`config.mk`:
```
export PLATFORM = sky130hd
export DESIGN_NAME = wdt_protect
export DESIGN_NICKNAME = d
export VERILOG_FILES = /design/src/shared/wdt_pkg.sv /design/src/shared/wdt_count_if.sv /design/src/wdt_protect.sv /design/src/wdt_counter.sv
export SDC_FILE = /design/constraint.sdc
export NUM_CORES = 1
export LEC_CHECK = 0
export ABC_CLOCK_PERIOD_IN_PS = 2500
export BUFFER_PORTS_ARGS = -buffer_cell sky130_fd_sc_hd__clkbuf_2
export CAP_MARGIN = 20
export CORE_UTILIZATION = 50
export CTS_BUF_LIST = sky130_fd_sc_hd__clkbuf_16
export DETAILED_ROUTE_END_ITERATION = 8
export HOLD_SLACK_MARGIN = 0.06
export MAX_ROUTING_LAYER = met4
export PLACE_DENSITY_LB_ADDON = 0.25
export SYNTH_ARGS = -nofsm -noshare
export SYNTH_HDL_FRONTEND = slang
export SYNTH_SLANG_ARGS = --single-unit
```
`constraint.sdc`:
```
create_clock -name clk -period 2.5 [get_ports clk]
set_clock_uncertainty 0.05 [all_clocks]
set_input_delay 0.125 -clock clk [delete_from_list [all_inputs] [get_ports clk]]
set_output_delay 0.125 -clock clk [all_outputs]
set_load 0.03 [all_outputs]
```
`src/shared/wdt_pkg.sv`:
```
// Constants and state types shared by the watchdog protection logic
`default_nettype none
package wdt_pkg;
    // ----------------------------------------------------------------
    // Register values and field positions
    // ----------------------------------------------------------------
    localparam logic [7:0]  CLEAR_KEY      = 8'hAC;
    localparam logic [7:0]  CLEAR_READ_VAL = 8'h9A;
    localparam logic [7:0]  MODE_INIT      = 8'h67;
    localparam int unsigned HALT_BIT_POS   = 4;
    // ----------------------------------------------------------------
    // Counter
    // ----------------------------------------------------------------
    localparam int unsigned CNT_W          = 16;
    localparam logic [15:0] CNT_INIT       = 16'h0000;
    localparam logic [15:0] CNT_OVF        = 16'h0FFF;
    localparam int unsigned SYNC_LEN       = 3;
    localparam logic [2:0]  SYNC_INIT      = 3'h0;

    typedef struct packed {
        logic [SYNC_LEN-1:0] sync;
        logic                src_run;
        logic [7:0]          mode_val;
        logic                mode_written;
        logic                halted;
        logic                pending;
        logic                rst_pulse;
    } prot_state_t;

    typedef struct packed {
        logic [CNT_W-1:0] count;
    } cnt_state_t;
endpackage
`default_nettype wire

```
`src/shared/wdt_count_if.sv`:
```
// Carrier between the protection logic and its counter
`default_nettype none
interface wdt_count_if;
    logic        run;
    logic        clear;
    logic        overflow;
    logic [15:0] count;

    modport ctrl (
        output run,
        output clear,
        input  overflow,
        input  count
    );
    modport cnt (
        input  run,
        input  clear,
        output overflow,
        output count
    );
endinterface
`default_nettype wire

```
`src/wdt_protect.sv`:
```
// Watchdog protection logic: write guards, deferred internal reset
`default_nettype none
// Behaviour
// A second mode register write after reset raises the internal reset.
// A violation while the source clock stands waits until it runs again.
// Software writes the mode register as a whole byte only.
// Once halted by software, the watchdog stays halted and a further mode write raises no reset.
// Any single-bit access to the clear register raises the internal reset.
// The clear register always reads 9A, unlike the AC clear key.
// With the fixed option the counter runs always, stop mode included.
// Software clears the watchdog during stop from an oscillator timer interrupt.
// An overflow, stop mode included, raises the internal reset.
// The mode register takes exactly one byte write after reset.
// Stoppable option pauses in halt and stop, then resumes from held count.
// Internal reset is one pulse restoring both registers and re-arming mode.
module wdt_protect (
    input  wire logic       clk,
    input  wire logic       reset,
    input  wire logic       stoppable_opt,
    input  wire logic       src_clk_run,
    input  wire logic       halt_mode,
    input  wire logic       stop_mode,
    input  wire logic       mode_wr_en,
    input  wire logic       mode_wr_bit,
    input  wire logic [7:0] mode_wr_data,
    output logic      [7:0] mode_rd_data,
    input  wire logic       clear_wr_en,
    input  wire logic       clear_wr_bit,
    input  wire logic [7:0] clear_wr_data,
    output logic      [7:0] clear_rd_data,
    output logic            wdt_halt_bit,
    output logic            internal_reset
);
    wdt_pkg::prot_state_t st;
    wdt_pkg::prot_state_t st_next;
    wdt_count_if          cif ();

    logic mode_byte_wr;
    logic viol_mode;
    logic viol_clear;
    logic any_viol;
    logic power_pause;

    wdt_counter u_counter (
        .clk   (clk),
        .reset (reset),
        .cif   (cif)
    );

    // ----------------------------------------------------------------
    // Violation detection
    // ----------------------------------------------------------------
    always_comb begin
        // single-bit mode writes
        // Bit writes to the mode register are ignored, not stored
        mode_byte_wr = mode_wr_en && !mode_wr_bit;
        // second write check
        // halted suppresses reset
        viol_mode    = mode_byte_wr && st.mode_written && !st.halted;
        // bit access trap
        viol_clear   = clear_wr_en && clear_wr_bit;
        // overflow trap
        any_viol     = viol_mode || viol_clear || cif.overflow;
    end

    // ----------------------------------------------------------------
    // Counter control
    // ----------------------------------------------------------------
    always_comb begin
        // pause in halt/stop
        power_pause = stoppable_opt && (halt_mode || stop_mode);
        // fixed option runs always
        cif.run     = st.src_run && !st.halted && !power_pause && !st.rst_pulse;
        cif.clear   = st.rst_pulse
                   || (clear_wr_en && !clear_wr_bit && (clear_wr_data == wdt_pkg::CLEAR_KEY));
    end

    // ----------------------------------------------------------------
    // Next state
    // ----------------------------------------------------------------
    always_comb begin
        st_next = st;
        // Three-stage synchroniser; only stages two and three are compared
        st_next.sync = {st.sync[1:0], src_clk_run};
        if (st.sync[1] == st.sync[2]) begin
            st_next.src_run = st.sync[2];
        end
        if (st.rst_pulse) begin
            // restore and re-arm
            st_next.mode_val     = wdt_pkg::MODE_INIT;
            st_next.mode_written = 1'b0;
            st_next.halted       = 1'b0;
            st_next.pending      = 1'b0;
            st_next.rst_pulse    = 1'b0;
        end else begin
            // one byte write
            if (mode_byte_wr && !st.mode_written) begin
                st_next.mode_val     = mode_wr_data;
                st_next.mode_written = 1'b1;
                // sticky software halt
                if (stoppable_opt && mode_wr_data[wdt_pkg::HALT_BIT_POS]) begin
                    st_next.halted = 1'b1;
                end
            end
            // defer until clock runs
            if ((any_viol || st.pending) && st.src_run) begin
                st_next.rst_pulse = 1'b1;
                st_next.pending   = 1'b0;
            end else if (any_viol) begin
                st_next.pending   = 1'b1;
            end
        end
    end

    always_ff @(posedge clk) begin
        if (reset) begin
            st.sync         <= wdt_pkg::SYNC_INIT;
            st.src_run      <= 1'b0;
            st.mode_val     <= wdt_pkg::MODE_INIT;
            st.mode_written <= 1'b0;
            st.halted       <= 1'b0;
            st.pending      <= 1'b0;
            st.rst_pulse    <= 1'b0;
        end else begin
            st <= st_next;
        end
    end

    // ----------------------------------------------------------------
    // Outputs
    // ----------------------------------------------------------------
    assign mode_rd_data   = st.mode_val;
    // fixed read value
    assign clear_rd_data  = wdt_pkg::CLEAR_READ_VAL;
    assign wdt_halt_bit   = st.mode_val[wdt_pkg::HALT_BIT_POS];
    assign internal_reset = st.rst_pulse;
endmodule
`default_nettype wire

```
`src/wdt_counter.sv`:
```
// Watchdog up-counter with overflow detection
`default_nettype none
module wdt_counter (
    input  wire logic   clk,
    input  wire logic   reset,
    wdt_count_if.cnt    cif
);
    wdt_pkg::cnt_state_t st;
    wdt_pkg::cnt_state_t st_next;

    // ----------------------------------------------------------------
    // Count
    // ----------------------------------------------------------------
    always_comb begin
        st_next = st;
        if (cif.clear) begin
            st_next.count = wdt_pkg::CNT_INIT;
        end else if (cif.run) begin
            if (st.count == wdt_pkg::CNT_OVF) begin
                st_next.count = wdt_pkg::CNT_INIT;
            end else begin
                st_next.count = st.count + 16'h0001;
            end
        end
    end

    always_ff @(posedge clk) begin
        if (reset) begin
            st.count <= wdt_pkg::CNT_INIT;
        end else begin
            st <= st_next;
        end
    end

    assign cif.overflow = cif.run && (st.count == wdt_pkg::CNT_OVF);
    assign cif.count    = st.count;
endmodule
`default_nettype wire

```
==> metrics.log <==
INFO  metric run_status = finished with violations
INFO  metric violations = design-rule violations
INFO  metric timing_worst_setup_path_type = reg2reg
INFO  metric floorplan.die.width = between 50 and 60 um
INFO  metric avgViaCountPerCell = 5.35
INFO  metric finish.utilization = 0.655
INFO  metric dpl.hpwl = ~2.2 mm
INFO  metric boundaryPins = between 40 and 50
INFO  metric areaGrowthSynthToFinish = 22.8%
INFO  metric n_antenna_cell = 0
INFO  metric drt.antenna.violating_nets = 0
INFO  metric start_util = 0.533
INFO  metric buffer_ports.inserted = 35
INFO  metric die_outline_area = 3220 um2
INFO  metric num-nets-final = approximately 240
INFO  metric detailedRoute.firstIterationViolations = 45
INFO  metric fp.dieH = approximately 57 um
INFO  metric clk_pin_slew_worst_paths = about 50 ps
INFO  metric ys.flop_type = sky130_fd_sc_hd__dfxtp_1
INFO  metric drv_slew = 0
INFO  metric hold_class = in2reg
INFO  metric post_synth_inst_count = 170
INFO  metric mappedNetlistArea = approximately 1500 um2
INFO  metric drv_cap = 0
INFO  metric timing.critical_path.required = between 2000 and 3000 ps
INFO  metric grt_antenna_before_repair = 0
INFO  metric worst_slack = 678 ps
INFO  metric total_power = 1.21 mW
INFO  metric finish.cell_count_without_fillers = 242
INFO  metric insertion_delay = between 200 and 300 ps
INFO  metric totalWireLength = between 3 and 4 mm
INFO  metric finalSetupViolations = 0
INFO  metric number_of_filler_instances_in_the_final_layout = around 230
INFO  metric core.rowCount = 19
INFO  metric static_leakage = 0.779 nW
INFO  metric route.detailed.drc = 18
INFO  metric synth_cell_type_count = 34
INFO  metric period_needed = roughly 1800 ps
INFO  metric synth_enable_flop_cells = 0
INFO  metric drtPass1Iterations = 6
INFO  metric synth.yosys.seq_area_share = 0.428
INFO  metric number_of_global_route_vias_before_repair = around 1200
INFO  metric grt.total_usage = 0.218
INFO  metric power-per-cell-area = approximately 660 nW/um2
INFO  metric tns = 0 ps
INFO  metric worst_pin_slew = just under 600 ps
INFO  metric htreeDepth = 2
INFO  metric cts-buffers-inserted = 5
INFO  metric dr_total_vias = roughly 1300
INFO  metric period_share = 0.729
INFO  metric setup.worst_path.start_class = flip-flop
INFO  metric rsz_0062_raised_after_global_routing = false
INFO  metric placeableCoreArea = about 2800 um2
INFO  metric first_pass_grt_wire_length = between 5 and 6 mm
INFO  metric synth_async_reset_ratio = 0
INFO  metric clock_sink_count = 32
INFO  metric worst_ep_arrival_time = around 1900 ps
INFO  metric fmax = ~550 MHz
INFO  metric timing.critical_path.fanout_max = 12
INFO  metric global_placer_s_final_weighted_congestion = about 0.76
INFO  metric worst-r2r-setup-slack = roughly 680 ps
INFO  metric grt_start_max_net_pins = 13
INFO  metric grt_overflow = 0
INFO  metric yosys_warnings = 0
INFO  metric post_cts_buffers = 0
INFO  metric final_hold_viol_count = 0
INFO  metric dp.cells = about 220
INFO  metric drive_above_1_share = 0.227
INFO  metric tritoncts_clock_tree = built
INFO  metric yosys_register_bits = 32
INFO  metric timing.max_slew.rel_slack = 0.608
INFO  metric clock-root-buffer = sky130_fd_sc_hd__clkbuf_16
INFO  metric clock_path_buffers = 2
INFO  metric synth_area_per_cell = between 8 and 9 um2
INFO  metric worst_setup_path_end_kind = flip-flop
INFO  metric vdd_drop_max = 0.553 mV
INFO  metric wl_per_cell = about 13 um
INFO  metric post-place-ws = about 700 ps
-- stage by stage --
stage	area [um2]	hold WS [ps]
2_1_floorplan	1520	144
5_1_grt	1840	125
3_3_place_gp	1590	289
4_1_cts	1840	97.6
3_5_place_dp	1590	289
6_report	1840	93.6
-- path summary, 6_finish.rpt --
kind / start / end / cells past startpoint
max: st[12] / u_counter.cif.count[15] / 4
min reg2reg: st[13] / st[14] / 1
max reg2reg: st[12] / u_counter.cif.count[15] / 4
min: stoppable_opt / st[2] / 3
-- sequential cells by signal, indices dropped and copies added, names as in the netlist --
| name | cells |
|---|---|
| internal_reset | 1 |
| mode_rd_data | 8 |
| st | 7 |
| u_counter.cif.count | 16 |
-- power breakdown --
part | switching [mW] | total, mW | leakage (nW) | internal [mW]
combinational | 0.0727 | 0.120 | 0.445 | 0.0469
sequential | 0.00641 | 0.531 | 0.260 | 0.524
clock | 0.198 | 0.555 | 0.0738 | 0.357
total | 0.278 | 1.21 | 0.779 | 0.928
-- cells in the mapped netlist (all sizes together) (2+ instances only) --
| cell | instances | share of area |
|---|---|---|
| nand2 | 22 | 0.055 |
| and4 | 3 | 0.018 |
| or3 | 7 | 0.029 |
| dfxtp | 32 | 0.43 |
| buf | 16 | 0.080 |
| inv | 2 | 0.0050 |
| o21ai | 9 | 0.033 |
| nand4 | 7 | 0.049 |
| nor2 | 12 | 0.030 |
| conb | 2 | 0.0050 |
| and3 | 3 | 0.013 |
| nand3 | 12 | 0.040 |
| a21oi | 14 | 0.047 |
| xor2 | 7 | 0.041 |
| nor2b | 3 | 0.013 |
| clkbuf | 3 | 0.014 |
| nand2b | 2 | 0.0084 |
-- kinds of logic after synthesis --
group / synth area share
AND/OR/NAND/NOR: 0.298
buffers and inverters: 0.0995
other: 0.00502
AO/OA/AOI/OAI: 0.115
XOR/XNOR: 0.0468
flip-flops: 0.428
adder cells (fa/ha/maj): 0.00836
-- critical path, stage by stage, from the launching register on --
cell and delay (ps):
sky130_fd_sc_hd__dfxtp_1 370, sky130_fd_sc_hd__nor3b_4 520, sky130_fd_sc_hd__nand3_1 300, sky130_fd_sc_hd__o21bai_4 360
sky130_fd_sc_hd__a21oi_1 90
-- layer usage --
layer  track usage  part of all wire  vias to the layer above
met1         0.215              0.40                      591
met2         0.384              0.52                       45
met5             -                 0                        -
met3        0.0806             0.064                        7
met4        0.0929             0.018                        0
li1              -                 -                      651
-- layout by cell type, fill, tap and decap left out, types with 7 or more instances in the layout --
| master | netlist | final |
|---|---|---|
| sky130_fd_sc_hd__dlygate4sd3_1 | 0 | 11 |
| sky130_fd_sc_hd__nor2_1 | 12 | 12 |
| sky130_fd_sc_hd__a21oi_1 | 14 | 14 |
| sky130_fd_sc_hd__nand2_1 | 22 | 22 |
| sky130_fd_sc_hd__clkbuf_2 | 0 | 35 |
| sky130_fd_sc_hd__or3_1 | 7 | 7 |
| sky130_fd_sc_hd__conb_1 | 2 | 8 |
| sky130_fd_sc_hd__xor2_1 | 7 | 7 |
| sky130_fd_sc_hd__dfxtp_1 | 32 | 32 |
| sky130_fd_sc_hd__o21ai_0 | 8 | 8 |
| sky130_fd_sc_hd__nand3_1 | 12 | 12 |
-- final cells by class --
| class | instances | area [um2] | share of cell area |
|---|---|---|---|
| multi-input combinational | 123 | 729 | 0.397 |
| sequential | 32 | 641 | 0.349 |
| timing repair buffer | 46 | 285 | 0.155 |
| clock buffer | 5 | 125 | 0.0681 |
| tap | 31 | 38.8 | 0.0211 |
| clock inverter | 3 | 11.3 | 0.00613 |
| inverter | 2 | 7.51 | 0.00408 |
-- timing repair --
action / 4_1_cts / 5_1_grt
gates resized for setup: 0 / 0
hold buffers: 11 / 0
endpoints found under the hold margin: 12 / 0
No activity file was read; power rests on OpenSTA's default activity.
